[src/nvm_prog_pkg.sv]
// Constants shared by the serial nonvolatile programming sequencer.
package nvm_prog_pkg;

	// Command chain layout: seven-bit opcode above an eight-bit argument.
	localparam int unsigned CMD_W     = 15;
	localparam int unsigned OP_LSB    = 8;
	localparam int unsigned POLL_BIT  = 9;
	localparam int unsigned SYNC_W    = 7;

	// Bulk transfer geometry.
	localparam int unsigned PAGE_BYTES = 128;
	localparam int unsigned BUF_W      = 16;
	localparam int unsigned BUF_DEPTH  = 2;

	// Opcodes carried in the command chain.
	localparam logic [6:0] OP_NOP     = 7'h00;
	localparam logic [6:0] OP_MODE    = 7'h01;
	localparam logic [6:0] OP_ADDR_HI = 7'h02;
	localparam logic [6:0] OP_ADDR_LO = 7'h03;
	localparam logic [6:0] OP_DATA_LO = 7'h04;
	localparam logic [6:0] OP_DATA_HI = 7'h05;
	localparam logic [6:0] OP_WRITE   = 7'h06;
	localparam logic [6:0] OP_POLL    = 7'h07;
	localparam logic [6:0] OP_READ    = 7'h08;

	// Access modes selected by OP_MODE.
	localparam logic [3:0] MODE_NONE    = 4'h0;
	localparam logic [3:0] MODE_FLASH_W = 4'h1;
	localparam logic [3:0] MODE_FLASH_R = 4'h2;
	localparam logic [3:0] MODE_EE_W    = 4'h3;
	localparam logic [3:0] MODE_EE_R    = 4'h4;
	localparam logic [3:0] MODE_FUSE_W  = 4'h5;
	localparam logic [3:0] MODE_LOCK_W  = 4'h6;
	localparam logic [3:0] MODE_FL_R    = 4'h7;
	localparam logic [3:0] MODE_SIG_R   = 4'h8;
	localparam logic [3:0] MODE_CAL_R   = 4'h9;

	// Memory spaces presented on the array port.
	localparam logic [2:0] SP_FLASH    = 3'h0;
	localparam logic [2:0] SP_EEPROM   = 3'h1;
	localparam logic [2:0] SP_FUSE_EXT = 3'h2;
	localparam logic [2:0] SP_FUSE_HI  = 3'h3;
	localparam logic [2:0] SP_FUSE_LO  = 3'h4;
	localparam logic [2:0] SP_LOCK     = 3'h5;
	localparam logic [2:0] SP_SIG      = 3'h6;
	localparam logic [2:0] SP_CAL      = 3'h7;

	// Reset values.
	localparam logic [CMD_W-1:0] CMD_RST  = 15'h0000;
	localparam logic [15:0]      ADDR_RST = 16'h0000;
	localparam logic [7:0]       BYTE_RST = 8'h00;

	typedef enum logic [2:0] {
		ST_IDLE = 3'b001,
		ST_RD   = 3'b010,
		ST_WR   = 3'b100
	} seq_state_t;

endpackage : nvm_prog_pkg

[src/nvm_two_buf.sv]
// Small first-in first-out buffer with valid and ready on both sides.
`timescale 1ns/1ps
`default_nettype none
module nvm_two_buf #(
	parameter int unsigned W     = 16,
	parameter int unsigned DEPTH = 2
) (
	// Clock and reset
	input  wire logic         mclk_i,
	input  wire logic         nrst_i,
	// Filling side
	input  wire logic         in_valid_i,
	output logic              in_ready_o,
	input  wire logic [W-1:0] in_data_i,
	// Draining side
	output logic              out_valid_o,
	input  wire logic         out_ready_i,
	output logic [W-1:0]      out_data_o
);
	localparam int unsigned PW = (DEPTH > 1) ? $clog2(DEPTH) : 1;

	logic [W-1:0] mem_r [DEPTH];
	logic [PW-1:0] wp_r;
	logic [PW-1:0] rp_r;
	logic [PW:0]   cnt_r;
	wire           push = in_valid_i & in_ready_o;
	wire           pop  = out_valid_o & out_ready_i;

	// The count is one bit wider than the pointers, so full is compared at
	// that width; a pointer-wide cast of the depth would wrap to zero.
	assign in_ready_o  = (cnt_r != (PW+1)'(DEPTH));
	assign out_valid_o = (cnt_r != '0);
	assign out_data_o  = mem_r[rp_r];

	function automatic logic [PW-1:0] bump(input logic [PW-1:0] p);
		bump = (p == PW'(DEPTH - 1)) ? '0 : PW'(p + 1'b1);
	endfunction : bump

	always_ff @(posedge mclk_i or negedge nrst_i) begin
		if (!nrst_i) begin
			wp_r  <= '0;
			rp_r  <= '0;
			cnt_r <= '0;
		end else begin
			if (push) wp_r <= bump(wp_r);
			if (pop) rp_r <= bump(rp_r);
			cnt_r <= (PW+1)'(cnt_r + push - pop);
		end
	end

	// Storage carries no reset; it is only read while valid.
	always_ff @(posedge mclk_i) begin
		if (push) mem_r[wp_r] <= in_data_i;
	end

endmodule : nvm_two_buf
`default_nettype wire

[src/nvm_prog_seq.sv]
// Serial-port programming sequencer for flash, EEPROM, fuses and lock bits.
`timescale 1ns/1ps
`default_nettype none
module nvm_prog_seq
	import nvm_prog_pkg::*;
(
	// Clock and reset
	input  wire logic        mclk_i,
	input  wire logic        nrst_i,
	// Test port pins and instruction selects
	input  wire logic        tck_i,
	input  wire logic        tdi_i,
	input  wire logic        shift_dr_i,
	input  wire logic        update_dr_i,
	input  wire logic        prog_command_instr_i,
	input  wire logic        bulk_page_load_instr_i,
	input  wire logic        bulk_page_read_instr_i,
	output logic             tdo_o,
	output logic             tdo_oe_o,
	// Array access port
	output logic             nvm_wr_o,
	output logic             nvm_rd_o,
	output logic [2:0]       nvm_space_o,
	output logic [15:0]      nvm_addr_o,
	output logic [7:0]       nvm_wdata_o,
	input  wire logic        nvm_busy_i,
	input  wire logic        nvm_rvalid_i,
	input  wire logic [7:0]  nvm_rdata_i,
	input  wire logic [7:0]  lock_bits_i,
	// Page buffer fill port
	output logic             pbuf_valid_o,
	input  wire logic        pbuf_ready_i,
	output logic [7:0]       pbuf_addr_o,
	output logic [7:0]       pbuf_data_o
);
	// Two-stage synchronisers; only the second stage is read.
	logic [SYNC_W-1:0] pin_s1_r;
	logic [SYNC_W-1:0] pin_s2_r;
	logic              tck_d_r;
	logic              upd_d_r;
	logic              rdi_d_r;

	wire tck_s   = pin_s2_r[6];
	wire tdi_s   = pin_s2_r[5];
	wire shift_s = pin_s2_r[4];
	wire upd_s   = pin_s2_r[3];
	wire cmdi_s  = pin_s2_r[2];
	wire ldi_s   = pin_s2_r[1];
	wire rdi_s   = pin_s2_r[0];

	wire tck_rise = tck_s & ~tck_d_r;
	wire tck_fall = ~tck_s & tck_d_r;
	wire upd_rise = upd_s & ~upd_d_r;

	always_ff @(posedge mclk_i or negedge nrst_i) begin
		if (!nrst_i) begin
			pin_s1_r <= '0;
			pin_s2_r <= '0;
			tck_d_r  <= 1'b0;
			upd_d_r  <= 1'b0;
			rdi_d_r  <= 1'b0;
		end else begin
			pin_s1_r <= {tck_i, tdi_i, shift_dr_i, update_dr_i,
				prog_command_instr_i, bulk_page_load_instr_i,
				bulk_page_read_instr_i};
			pin_s2_r <= pin_s1_r;
			tck_d_r  <= tck_s;
			upd_d_r  <= upd_s;
			rdi_d_r  <= rdi_s;
		end
	end

	// Sequencer state.
	seq_state_t        st_r;
	logic [CMD_W-1:0]  cmd_sr_r;
	logic [3:0]        mode_r;
	logic [15:0]       addr_r;
	logic [7:0]        data_lo_r;
	logic [7:0]        byte_sr_r;
	logic [7:0]        next_r;
	logic [2:0]        bit_cnt_r;
	logic [7:0]        byte_cnt_r;
	logic [7:0]        rd_idx_r;
	logic              push_r;
	logic [BUF_W-1:0]  push_data_r;

	wire [6:0] op  = cmd_sr_r[CMD_W-1:OP_LSB];
	wire [7:0] arg = cmd_sr_r[7:0];

	function automatic logic [2:0] space_of(input logic [3:0] m,
		input logic [1:0] sel);
		logic [2:0] fsel;
		fsel = (sel == 2'h0) ? SP_FUSE_EXT :
			(sel == 2'h1) ? SP_FUSE_HI : SP_FUSE_LO;
		case (m)
			MODE_EE_W, MODE_EE_R: space_of = SP_EEPROM;
			MODE_FUSE_W:          space_of = fsel;
			MODE_LOCK_W:          space_of = SP_LOCK;
			MODE_FL_R:            space_of = (sel == 2'h3) ? SP_LOCK : fsel;
			MODE_SIG_R:           space_of = SP_SIG;
			MODE_CAL_R:           space_of = SP_CAL;
			default:              space_of = SP_FLASH;
		endcase
	endfunction : space_of

	// Command decode, all qualified by an update while the command chain is selected.
	wire exec      = upd_rise & cmdi_s & (st_r == ST_IDLE);
	wire is_ee     = (mode_r == MODE_EE_W) | (mode_r == MODE_EE_R);
	wire wr_mode   = (mode_r == MODE_FLASH_W) | (mode_r == MODE_EE_W) |
		(mode_r == MODE_FUSE_W) | (mode_r == MODE_LOCK_W);
	wire rd_mode   = (mode_r == MODE_FLASH_R) | (mode_r == MODE_EE_R) |
		(mode_r == MODE_FL_R) | (mode_r == MODE_SIG_R) |
		(mode_r == MODE_CAL_R);
	wire do_write  = exec & (op == OP_WRITE) & wr_mode;
	wire do_read   = exec & (op == OP_READ) & rd_mode;
	// Polls are answered even while a write is pending, or busy never shows.
	wire do_poll   = upd_rise & cmdi_s & (op == OP_POLL);
	wire do_lo     = exec & (op == OP_DATA_LO);
	wire do_hi     = exec & (op == OP_DATA_HI);

	// Bulk chains are gated off in EEPROM modes.
	wire ld_shift  = tck_rise & shift_s & ldi_s & ~is_ee
		& (mode_r == MODE_FLASH_W);
	wire rd_shift  = tck_rise & shift_s & rdi_s & ~is_ee
		& (mode_r == MODE_FLASH_R);
	wire cmd_shift = tck_rise & shift_s & cmdi_s;
	wire rd_start  = rdi_s & ~rdi_d_r & (mode_r == MODE_FLASH_R);
	wire byte_done = (bit_cnt_r == 3'h7);
	wire [7:0] ld_byte = {tdi_s, byte_sr_r[7:1]};

	// Page buffer pushes: word-wise halves, EEPROM bytes, or bulk bytes.
	wire push_lo   = do_lo & ((mode_r == MODE_FLASH_W) | (mode_r == MODE_EE_W));
	wire push_hi   = do_hi & (mode_r == MODE_FLASH_W);
	wire push_bulk = ld_shift & byte_done;
	wire [7:0] word_idx = {addr_r[6:0], 1'b0};
	wire [7:0] lo_idx   = (mode_r == MODE_EE_W) ? addr_r[7:0] : word_idx;
	wire [BUF_W-1:0] push_nxt = push_bulk ? {byte_cnt_r, ld_byte} :
		push_hi ? {word_idx | 8'h01, arg} : {lo_idx, arg};

	logic buf_in_ready;
	logic buf_out_valid;
	logic [BUF_W-1:0] buf_out_data;

	nvm_two_buf #(.W(BUF_W), .DEPTH(BUF_DEPTH)) u_buf (
		.mclk_i      (mclk_i),
		.nrst_i      (nrst_i),
		.in_valid_i  (push_r),
		.in_ready_o  (buf_in_ready),
		.in_data_i   (push_data_r),
		.out_valid_o (buf_out_valid),
		.out_ready_i (pbuf_ready_i),
		.out_data_o  (buf_out_data)
	);
	assign pbuf_valid_o = buf_out_valid;
	assign pbuf_addr_o  = buf_out_data[15:8];
	assign pbuf_data_o  = buf_out_data[7:0];

	// A write counts as finished only once queued page data has drained too.
	wire wr_done = (st_r != ST_WR) & ~push_r & ~buf_out_valid;

	// Bulk read address: page base plus running byte index.
	wire [15:0] page_base = {addr_r[14:0], 1'b0};
	wire [15:0] bulk_addr = 16'(page_base + {8'h00, rd_idx_r});
	wire        bulk_req  = rd_start | (rd_shift & byte_done);

	// Fuse data passes as given; lock data may only clear bits.
	wire [7:0] wr_byte = (mode_r == MODE_LOCK_W) ?
		(lock_bits_i & data_lo_r) : data_lo_r;

	wire [15:0] rd_addr = (mode_r == MODE_FLASH_R) ?
		{addr_r[14:0], arg[0]} : addr_r;

	always_ff @(posedge mclk_i or negedge nrst_i) begin
		if (!nrst_i) begin
			st_r     <= ST_IDLE;
			nvm_wr_o <= 1'b0;
			nvm_rd_o <= 1'b0;
		end else begin
			nvm_wr_o <= do_write;
			nvm_rd_o <= do_read | bulk_req;
			case (st_r)
				ST_IDLE: begin
					if (do_write) st_r <= ST_WR;
					else if (do_read) st_r <= ST_RD;
				end
				ST_RD: begin
					if (nvm_rvalid_i) st_r <= ST_IDLE;
				end
				ST_WR: begin
					// The array raises busy the cycle after the strobe.
					if (!nvm_wr_o && !nvm_busy_i) st_r <= ST_IDLE;
				end
				default: st_r <= ST_IDLE;
			endcase
		end
	end

	always_ff @(posedge mclk_i or negedge nrst_i) begin
		if (!nrst_i) begin
			nvm_space_o <= SP_FLASH;
			nvm_addr_o  <= ADDR_RST;
			nvm_wdata_o <= BYTE_RST;
		end else if (do_write) begin
			nvm_space_o <= space_of(mode_r, arg[1:0]);
			nvm_addr_o  <= addr_r;
			nvm_wdata_o <= wr_byte;
		end else if (do_read) begin
			nvm_space_o <= space_of(mode_r, arg[1:0]);
			nvm_addr_o  <= rd_addr;
		end else if (bulk_req) begin
			nvm_space_o <= SP_FLASH;
			nvm_addr_o  <= bulk_addr;
		end
	end

	// Command chain: shifts on the link, executes on update, captures answers.
	always_ff @(posedge mclk_i or negedge nrst_i) begin
		if (!nrst_i) begin
			cmd_sr_r  <= CMD_RST;
			mode_r    <= MODE_NONE;
			addr_r    <= ADDR_RST;
			data_lo_r <= BYTE_RST;
		end else begin
			if (cmd_shift) cmd_sr_r <= {tdi_s, cmd_sr_r[CMD_W-1:1]};
			else if (do_poll) cmd_sr_r[POLL_BIT] <= wr_done;
			else if (st_r == ST_RD && nvm_rvalid_i) cmd_sr_r[7:0] <= nvm_rdata_i;
			if (exec && op == OP_MODE) mode_r <= arg[3:0];
			if (exec && op == OP_ADDR_HI) addr_r[15:8] <= arg;
			if (exec && op == OP_ADDR_LO) addr_r[7:0] <= arg;
			if (do_lo) data_lo_r <= arg;
		end
	end

	// Bulk chains share one eight-bit shift register.
	always_ff @(posedge mclk_i or negedge nrst_i) begin
		if (!nrst_i) begin
			byte_sr_r  <= BYTE_RST;
			next_r     <= BYTE_RST;
			bit_cnt_r  <= '0;
			byte_cnt_r <= '0;
			rd_idx_r   <= '0;
		end else begin
			if (!ldi_s && !rdi_s) begin
				bit_cnt_r  <= '0;
				byte_cnt_r <= '0;
				rd_idx_r   <= '0;
				byte_sr_r  <= BYTE_RST;
			end else if (ld_shift) begin
				byte_sr_r <= ld_byte;
				bit_cnt_r <= 3'(bit_cnt_r + 1'b1);
				if (byte_done) byte_cnt_r <= 8'(byte_cnt_r + 1'b1);
			end else if (rd_shift) begin
				bit_cnt_r <= 3'(bit_cnt_r + 1'b1);
				// The first eight shifts carry the empty register out.
				byte_sr_r <= byte_done ? next_r : {1'b0, byte_sr_r[7:1]};
			end
			if (bulk_req) rd_idx_r <= 8'(rd_idx_r + 1'b1);
			if (rdi_s && nvm_rvalid_i && st_r != ST_RD) next_r <= nvm_rdata_i;
		end
	end

	// One pending push; it waits for buffer space instead of dropping a byte.
	always_ff @(posedge mclk_i or negedge nrst_i) begin
		if (!nrst_i) begin
			push_r      <= 1'b0;
			push_data_r <= '0;
		end else if (push_lo || push_hi || push_bulk) begin
			push_r      <= 1'b1;
			push_data_r <= push_nxt;
		end else if (buf_in_ready) begin
			push_r <= 1'b0;
		end
	end

	// Output changes on the falling link edge so it is stable at the rise.
	always_ff @(posedge mclk_i or negedge nrst_i) begin
		if (!nrst_i) begin
			tdo_o    <= 1'b0;
			tdo_oe_o <= 1'b0;
		end else begin
			tdo_oe_o <= shift_s;
			if (tck_fall) tdo_o <= rdi_s ? byte_sr_r[0] : cmd_sr_r[0];
		end
	end

endmodule : nvm_prog_seq
`default_nettype wire

[config.mk]
export PLATFORM = sky130hd
export DESIGN_NAME = nvm_prog_seq
export DESIGN_NICKNAME = d
export VERILOG_FILES = /design/src/nvm_prog_pkg.sv /design/src/nvm_two_buf.sv /design/src/nvm_prog_seq.sv
export SDC_FILE = /design/constraint.sdc
export NUM_CORES = 1
export LEC_CHECK = 0
export BUFFER_PORTS_ARGS = -buffer_cell sky130_fd_sc_hd__buf_2
export CORE_MARGIN = 5
export CORE_UTILIZATION = 40
export CTS_BUF_LIST = sky130_fd_sc_hd__clkbuf_2 sky130_fd_sc_hd__clkbuf_4 sky130_fd_sc_hd__clkbuf_8
export CTS_CLUSTER_DIAMETER = 40
export DETAILED_ROUTE_END_ITERATION = 8
export GPL_TIMING_DRIVEN = 0
export PLACE_DENSITY_LB_ADDON = 0.3
export SETUP_SLACK_MARGIN = 0.5
export SLEW_MARGIN = 20
export SYNTH_ARGS = -nofsm -noshare
export SYNTH_HDL_FRONTEND = slang
export SYNTH_SLANG_ARGS = --single-unit
[constraint.sdc]
create_clock -name mclk_i -period 6.1 [get_ports mclk_i]
set_clock_uncertainty 0.15 [all_clocks]
set_input_delay 1.22 -clock mclk_i [delete_from_list [all_inputs] [get_ports mclk_i]]
set_output_delay 1.22 -clock mclk_i [all_outputs]
set_load 0.05 [all_outputs]
==> results of run 1 <==
[registers in the layout (all words and copies together), names as in the netlist, 3 cells and up]
name / flops
byte_sr_r: 8
data_lo_r: 8
nvm_wdata_o: 8
nvm_addr_o: 16
addr_r: 16
bit_cnt_r: 3
byte_cnt_r: 8
u_buf.mem_r: 32
nvm_space_o: 3
pin_s1_r: 7
pin_s2_r: 7
st_r: 3
push_data_r: 16
mode_r: 4
rd_idx_r: 8
cmd_sr_r: 15
next_r: 8
[cell usage after synthesis, types with 2 or more instances]
cell / n / area, um2
dfrtp_1: 149 / 3730
nand2_1: 78 / 293
o21ai_0: 62 / 310
mux2_2: 61 / 687
nor2_1: 48 / 180
a21oi_1: 45 / 225
edfxtp_1: 32 / 961
mux2i_1: 31 / 310
clkbuf_1: 22 / 82.6
nand3_1: 17 / 85.1
ha_1: 13 / 163
inv_1: 13 / 48.8
xor2_1: 12 / 105
buf_2: 11 / 55.1
xnor2_1: 11 / 96.3
a22oi_1: 7 / 52.6
and3_1: 6 / 37.5
a222oi_1: 5 / 50.1
nand2b_1: 5 / 31.3
nor2b_1: 5 / 31.3
nor3_1: 5 / 25.0
a22o_1: 4 / 35.0
a31oi_1: 4 / 25.0
nand4_1: 4 / 25.0
nor3b_1: 4 / 30.0
o211ai_1: 4 / 30.0
o31ai_1: 4 / 30.0
a21o_1: 3 / 22.5
a221o_1: 3 / 30.0
and2_1: 3 / 18.8
o21a_1: 3 / 22.5
or2_2: 3 / 18.8
a211oi_1: 2 / 15.0
a221oi_1: 2 / 17.5
a311oi_1: 2 / 17.5
a31o_2: 2 / 17.5
and4b_1: 2 / 20.0
buf_4: 2 / 15.0
nand3b_1: 2 / 15.0
nor4b_4: 2 / 47.6
o2111ai_1: 2 / 17.5
or3b_1: 2 / 17.5
[worst max path at each step]
| stage | endpoint | slack [ps] |
|---|---|---|
| after floorplan | pbuf_addr_o[0] | 3280 |
| after global placement | u_buf.rp_r | 1380 |
| after detailed placement | pbuf_data_o[7] | 2830 |
| after CTS | pbuf_data_o[7] | 2300 |
| after global routing | pbuf_addr_o[6] | 2230 |
| final | pbuf_addr_o[6] | 2390 |
[metrics by stage]
step / hold WS [ps] / power [mW] / cell area, um2 / std cells / setup WS (ps)
after global placement: 182 / 1.59 / 9050 / 1069 / 1380
after CTS: 210 / 2.39 / 9480 / 1102 / 2300
after floorplan: 181 / 1.49 / 8340 / 724 / 3280
after detailed placement: 186 / 1.59 / 9090 / 1070 / 2830
after global routing: 214 / 2.47 / 9480 / 1102 / 2230
final: 202 / 2.36 / 9480 / 1102 / 2390
[power by group]
group          total (mW)  leakage [nW]  switching (mW)  internal, mW
clock network       0.798         0.198           0.492         0.307
logic               0.220          2.04           0.132        0.0883
registers            1.34          2.34          0.0627          1.28
[layer usage]
| layer | up-vias | global-route usage (%) | share of wire [%] |
|---|---|---|---|
| met5 | - | 0 | 0 |
| met4 | 0 | 3.70 | 0.83 |
| met3 | 17 | 3.49 | 3.9 |
| met2 | 134 | 27.0 | 48 |
| met1 | 2890 | 23.7 | 47 |
| li1 | 2802 | - | - |
[cell families after synthesis]
family	Yosys count	share of synthesized area, %
buf+inv	50	2.60
flops	182	56.6
xor+xnor	23	2.42
fa+ha+maj	14	2.19
compound gates	166	12.2
mux	92	12.0
simple gates	197	12.0
[layout make-up]
class / instances / area (um2) / share of cell area (%)
sequential: 182 / 4720 / 49.7
multi-input combinational: 492 / 3410 / 35.9
timing repair buffer: 76 / 413 / 4.35
tap: 270 / 338 / 3.56
clock buffer: 17 / 234 / 2.47
buffer: 37 / 168 / 1.77
clock inverter: 15 / 161 / 1.70
inverter: 13 / 48.8 / 0.515
[critical path, cell delays in order (launching register included)]
cell and delay, ps:
dfrtp_1 330, clkbuf_1 340, buf_1 550, mux2_2 430
buf_2 210
==> impl_metrics.toml, run 1 <==
[grt]
grt-ovfl-total = 0
antenna_found_initial = 0
grt_pass1_wl_mm = 31.8
grt_start_max_net_pins = 89
first_global_vias = 5695
grt_usage_pct = 16.8

[cts]
cts.path.max_buffers = 2
hold_buffers = 0
cts_buffers = 17
cts.htree.levels = 4
cts_sinks = 182
cts_resized = 0
clk_latency_ps = 460
postCtsSetupBuffers = 0
clk_pin_slew_worst_paths_ps = 110
tritoncts = "yes"
root_buffer = "clkbuf_8"

[timing]
period_share_pct = 60.9
rsz0062_at_grt = "false"
slew_headroom_pct = 37.1
fin_crit_ps = 3710
hold_viol = 0
fmax_mhz = 269
worstMarginPinSlew_ps = 936
tns_ps = 0
slew_violations = 0
setup_viol = 0

[final_layout]
n_fill_cell = 1940
drive_above_1_share_pct = 24.3
antenna_cells = 0
final_cell_mix = "dfrtp_1 (149), buf_2 (85), nand2_1 (78)"
utilization_pct = 46.6
layout_commonest_cell = "dfrtp_1"
area_growth_syn_to_layout_pct = 13.8
nets = 861

[setup_path]
critical_path.max_fanout = 10
cp_data_required_time_ps = 4730
startpoint = "u_buf.rp_r"
rr_worst_depth = 7
arrival_ps = 2340
crit_path_end_kind = "primary output"
path_class = "reg2out"
cp-start-kind = "flip-flop"
reg2reg_slack_ps = 3100
worstReg2RegStart = "bit_cnt_r[0]"
reg2reg_to = "nvm_addr_o[3]"

[die]
die_width_um = 154
die_h_um = 154
die_area_um2 = 23800
fp.coreArea_um2 = 20400
initial_core_util_pct = 40.9
rows = 52
pin_count = 76

[hold_path]
hold_path_depth = 0
hold_class = "reg2reg"
hold_end = "pin_s2_r[1]"
min-delay-start = "pin_s1_r[1]"

[placed_design]
portBuffers = 75
routabilityCongestion = 0.899
dp_hpwl_mm = 13.7

[yosys]
netlist_instances = 724
syn-cell-area_um2 = 8340
async_reset_ff_share_pct = 82.4
synth.distinct_cells = 69
synth_edf_count = 32
avgSynthCellArea_um2 = 11.5
ys.flop_type = "dfrtp_1"
ys_seq_elements = 182
ys_seq_area_share_pct = 56.6
mappedNetlistNets = 766
yosysWarnings = 0

[pwr]
pwr_density_cell_nw_per_um2 = 249
cellLeakagePower_nw = 4.58
ir_drop_uv = 135

[outcome]
outcome = "completed"

[detailed_routing]
drt-initial-drc-count = 425
vias_per_cell = 5.30
wl_mm = 19.6
num_vias = 5843
wl_per_cell_um = 17.8
firstDrtPassIters = 5
drc = 0
detail-route-antenna-nets = 0

[job]
cap_violations = 0
Note: power is estimated with default switching activity, not from simulation.
==> inputs of run 2 (changes only) <==
--- a/config.mk
+++ b/config.mk
@@ -5,6 +5,7 @@
 export SDC_FILE = /design/constraint.sdc
 export NUM_CORES = 1
 export LEC_CHECK = 0
+export ABC_AREA = 1
 export BUFFER_PORTS_ARGS = -buffer_cell sky130_fd_sc_hd__buf_2
 export CORE_MARGIN = 5
 export CORE_UTILIZATION = 40
==> constraint.sdc (replaced) <==
create_clock -name mclk_i -period 3.19 [get_ports mclk_i]
set_clock_uncertainty 0.15 [all_clocks]
set_input_delay 0.638 -clock mclk_i [delete_from_list [all_inputs] [get_ports mclk_i]]
set_output_delay 0.638 -clock mclk_i [all_outputs]
set_load 0.05 [all_outputs]
==> impl_metrics.toml, run 2 <==
[final_layout]
multi_input_area_um2 = 3480
final-seq-area_um2 = 4720
n_fill_cell = 2094
utilization_pct = 46.0
area_growth_syn_to_layout_pct = 14.1
nets = 1168
top_register = "u_buf.mem_r"
antenna_cells = 0
drive_above_1_share_pct = 14.1
final_cell_mix = "nand2_1 (324), dfrtp_1 (149), o21ai_0 (108)"
largest_register_ffs = 32
layout_commonest_cell = "nand2_1"

[setup_path]
cp_data_required_time_ps = 2400
cp-start-kind = "flip-flop"
arrival_ps = 1760
startpoint = "u_buf.rp_r"
path_class = "reg2out"
worstReg2RegStart = "addr_r[0]"
critical_path.max_fanout = 10
crit_path_end_kind = "primary output"

[pwr]
cellLeakagePower_nw = 5.02
ir_drop_uv = 257
pwr_density_cell_nw_per_um2 = 465

[die]
fp.coreArea_um2 = 21700
pin_count = 76
die_h_um = 158
rows = 54
die_width_um = 158
die_area_um2 = 24900
initial_core_util_pct = 40.3

[placed_design]
routabilityCongestion = 0.912
portBuffers = 75
pre_cts_slack_ps = 710
dp_hpwl_mm = 16.3

[yosys]
synth.most_common_cell = "nand2_1"
avgSynthCellArea_um2 = 8.50
synth.distinct_cells = 45
ys.flop_type = "dfrtp_1"
ys_seq_area_share_pct = 53.9
post-synth-top-area-fraction_pct = 42.6
synth_edf_count = 32
ys_seq_elements = 182
synth_area_leaders = "dfrtp_1 (43%), nand2_1 (14%), edfxtp_1 (11%), o21ai_0 (6.2%), inv_1 (4.2%)"
netlist_instances = 1029
synth_common_cells = "nand2_1 (324), dfrtp_1 (149), o21ai_0 (108)"
async_reset_ff_share_pct = 82.4
mappedNetlistNets = 1071
yosysTopAreaCell = "dfrtp_1"
yosysWarnings = 0
syn-cell-area_um2 = 8750

[grt]
grt-ovfl-total = 0
grt_start_max_net_pins = 93
grt_pass1_wl_mm = 35.5
grt_usage_pct = 18.2
antenna_found_initial = 0
first_global_vias = 6717

[cts]
root_buffer = "clkbuf_8"
cts.path.max_buffers = 2
tritoncts = "yes"
cts_buffers = 17
cts_sinks = 182
clk_latency_ps = 480
cts.htree.levels = 4
clk_pin_slew_worst_paths_ps = 110

[detailed_routing]
drc = 0
wl_per_cell_um = 15.4
wl_mm = 21.8
vias_per_cell = 5.03
num_vias = 7135
drt-initial-drc-count = 522
firstDrtPassIters = 5
detail-route-antenna-nets = 0

[timing]
period_share_pct = 80.0
setup_viol = 0
fin_crit_ps = 2550
worstMarginPinSlew_ps = 818
rsz0062_at_grt = "false"
hold_viol = 0
layout_setup_ws_ps = 639
slew_headroom_pct = 45.4
fmax_mhz = 392
hold_ws_ps = 108
slew_violations = 0

[job]
cap_violations = 0

[outcome]
outcome = "completed"

[hold_path]
min-delay-start = "tdi_i"
hold_class = "in2reg"
[run 2: worst max-delay path, stage by stage, from the launching register on]
cell and delay [ps]:
dfrtp_1 370, clkbuf_2 170, clkinv_2 140, buf_2 230, nand2_1 70, nand2_1 60
buf_2 250
[run 2: power by group]
part           switching [mW]  internal (mW)
Sequential             0.0802           2.44
Combinational           0.342          0.134
Clock                   0.962          0.679
Total                    1.38           3.26
[run 2: routing by layer]
layer | wire length (um) | GRT usage, %
met3 | 1080 | 3.06
met4 | 441 | 5.90
met2 | 9840 | 28.2
met1 | 10500 | 26.2
met5 | 0 | 0
[run 2: kinds of logic (layout without fill, tap and decap cells)]
| family | Yosys count | in the layout | synth area share, % |
|---|---|---|---|
| simple gates | 507 | 507 | 24.8 |
| flops | 182 | 182 | 53.9 |
| compound gates | 174 | 174 | 11.4 |
| buf+inv | 138 | 248 | 6.43 |
| fa+ha+maj | 14 | 14 | 2.09 |
| xor+xnor | 14 | 14 | 1.40 |
[run 2: layout make-up]
cell class                      instances  area share [%]
Inverter                              106            4.05
Clock buffer                           18            2.42
Sequential cell                       182            47.2
Multi-Input combinational cell        709            34.8
Tap cell                              280            3.51
Timing Repair Buffer                   78            4.47
Clock inverter                         14            1.84
Buffer                                 32            1.64
[run 2: final timing paths]
check / slack (ps) / endpoint / cells past startpoint
setup reg to reg: 660 / nvm_addr_o[13] / 13
hold reg to reg: 210 / pin_s2_r[6] / 0
min in group asynchronous: 510 / pin_s1_r[5] / 2
max in group asynchronous: 1570 / rd_idx_r[7] / 3
setup / recovery: 640 / pbuf_addr_o[4] / 6
hold / removal: 110 / pin_s1_r[5] / 1
[run 2: timing repair]
item	4_1_cts	5_1_grt
buffers inserted	0	0
cloned	0	0
endpoints found under the setup margin	12	6
hold buffers	1	0
hold endpoints to repair	58	0
resized for setup	4	6
[run 2: through the flow]
stage                     TNS, ps  power, mW  cells  cell area (um2)
final                           0       4.64   1419             9980
after global routing            0       4.85   1419             9980
after CTS                       0       4.68   1419             9970
after detailed placement        0       3.05   1386             9530
after global placement    -132800       3.03   1384             9480
after floorplan                 0       2.84   1029             8750
==> inputs of run 3 (changes only) <==
==> constraint.sdc (replaced) <==
create_clock -name mclk_i -period 2.49 [get_ports mclk_i]
set_clock_uncertainty 0.15 [all_clocks]
set_input_delay 0.498 -clock mclk_i [delete_from_list [all_inputs] [get_ports mclk_i]]
set_output_delay 0.498 -clock mclk_i [all_outputs]
set_load 0.05 [all_outputs]
==> impl_metrics.toml, run 3 (same netlist as run 2, synthesis figures left out) <==
[grt]
grt-ovfl-total = 0
grt_usage_pct = 19.3
first_global_vias = 7301
antenna_found_initial = 0
grt_start_max_net_pins = 97
grt_pass1_wl_mm = 38.0

[timing]
fin_crit_ps = 2140
slew_violations = 0
period_share_pct = 85.9
setup_viol = 0
hold_viol = 0
rsz0062_at_grt = "true"
slew_headroom_pct = 42.6
worstMarginPinSlew_ps = 861
tns_ps = 0
fmax_mhz = 467

[placed_design]
placed_cells = 1385
routabilityCongestion = 0.932
dp_hpwl_mm = 16.4
portBuffers = 75

[setup_path]
crit_chain = "buf_8 > clkinv_8 > clkbuf_16 > nand2_2 > nand2_2 > buf_6"
worstReg2RegStart = "st_r[0]"
reg2reg_to = "nvm_addr_o[15]"
path_class = "reg2out"
crit_path_max_incr_delay_ps = 410
reg2reg_slack_ps = 440
cp_num_buf_inv = 4
cp-start-kind = "flip-flop"
crit_top_cell = "nand2_2"
startpoint = "u_buf.rp_r"
cp_data_required_time_ps = 1840
crit_family = "buffers and inverters"
slowest_stage = "dfrtp_1"
critical_path.max_fanout = 5
crit_path_end_kind = "primary output"
rr_worst_depth = 11
arrival_ps = 1490

[cts]
clk_pin_slew_worst_paths_ps = 100
cts.htree.levels = 4
clk_latency_ps = 480
cts.path.max_buffers = 2
cts_buffers = 17
root_buffer = "clkbuf_8"
tritoncts = "yes"
cts_sinks = 182

[die]
initial_core_util_pct = 40.3
fp.coreArea_um2 = 21700
pin_count = 76
die_h_um = 158
die_area_um2 = 24900
die_width_um = 158
rows = 54

[final_layout]
nets = 1229
largest_register_ffs = 32
final_cell_mix = "nand2_1 (281), dfrtp_1 (138), o21ai_0 (97)"
area_growth_syn_to_layout_pct = 30.0
top_register = "u_buf.mem_r"
drive_above_1_share_pct = 28.2
layout_commonest_cell = "nand2_1"
stdcell_count = 1480
antenna_cells = 0

[detailed_routing]
wl_per_cell_um = 15.9
detail-route-antenna-nets = 0
vias_per_cell = 5.10
drt-initial-drc-count = 472
num_vias = 7550
wl_mm = 23.6
firstDrtPassIters = 5
drc = 0

[hold_path]
hold_class = "in2reg"
hold_path_depth = 3
hold_end = "st_r[2]"
min-delay-start = "nvm_busy_i"

[pwr]
cellLeakagePower_nw = 5.49
pwr_density_cell_nw_per_um2 = 547
ir_drop_uv = 319

[job]
cap_violations = 0

[outcome]
outcome = "completed"
## run 3: power breakdown
part	internal [mW]	switching, mW	total (mW)	leakage [nW]
Combinational	0.408	0.555	0.963	2.97
Clock	0.847	1.18	2.03	0.198
Sequential	3.13	0.0994	3.23	2.33
## run 3: layout make-up
cell class | count | area (um2)
Fill cell | 1980 | 10300
Sequential cell | 182 | 4730
Multi-Input combinational cell | 709 | 3980
Timing Repair Buffer | 138 | 1150
Inverter | 106 | 440
Tap cell | 280 | 350
Buffer | 32 | 317
Clock buffer | 18 | 241
Clock inverter | 14 | 158
Timing Repair inverter | 1 | 8.76
## run 3: metal layers
metal	track usage (%)	up-vias	share of wire (%)
met3	3.83	33	4.8
met1	26.0	3603	45
met4	5.86	0	1.8
li1	-	3710	-
met2	31.7	204	49
met5	0	-	0
## run 3: worst max path at each step
| stage | slack, ps | end | cells past startpoint |
|---|---|---|---|
| floorplan | 520 | pbuf_addr_o[0] | 5 |
| global placement | -1490 | pin_s1_r[6] | 1 |
| detailed placement | 120 | pbuf_addr_o[2] | 6 |
| CTS | 300 | pbuf_data_o[5] | 6 |
| global route | 270 | pbuf_addr_o[4] | 6 |
| finish | 350 | pbuf_addr_o[2] | 6 |
## run 3: per-stage QoR
stage / power [mW] / worst slack, ps / util (%) / hold slack, ps / area, um2
2_1_floorplan: 3.63 / 516 / - / 52.4 / 8760
3_3_place_gp: 3.89 / -1490 / 43.7 / 184 / 9480
3_5_place_dp: 3.91 / 124 / 43.9 / 186 / 9520
4_1_cts: 6.20 / 297 / 49.4 / 123 / 10700
5_1_grt: 6.51 / 268 / 52.4 / 143 / 11400
6_report: 6.22 / 351 / 52.4 / 154 / 11400
## run 3: tightest hold or removal path, stage by stage
cell and delay (ps):
buf_2 80, o21ai_0 100, nand2_1 70
## run 3: what timing repair did
action	in CTS	in global routing
hold buffers	8	0
pin swaps	28	41
endpoints found under the setup margin	96	112
cloned	6	2
buffers inserted	23	24
gates resized for setup	134	140
hold endpoints to repair	60	0
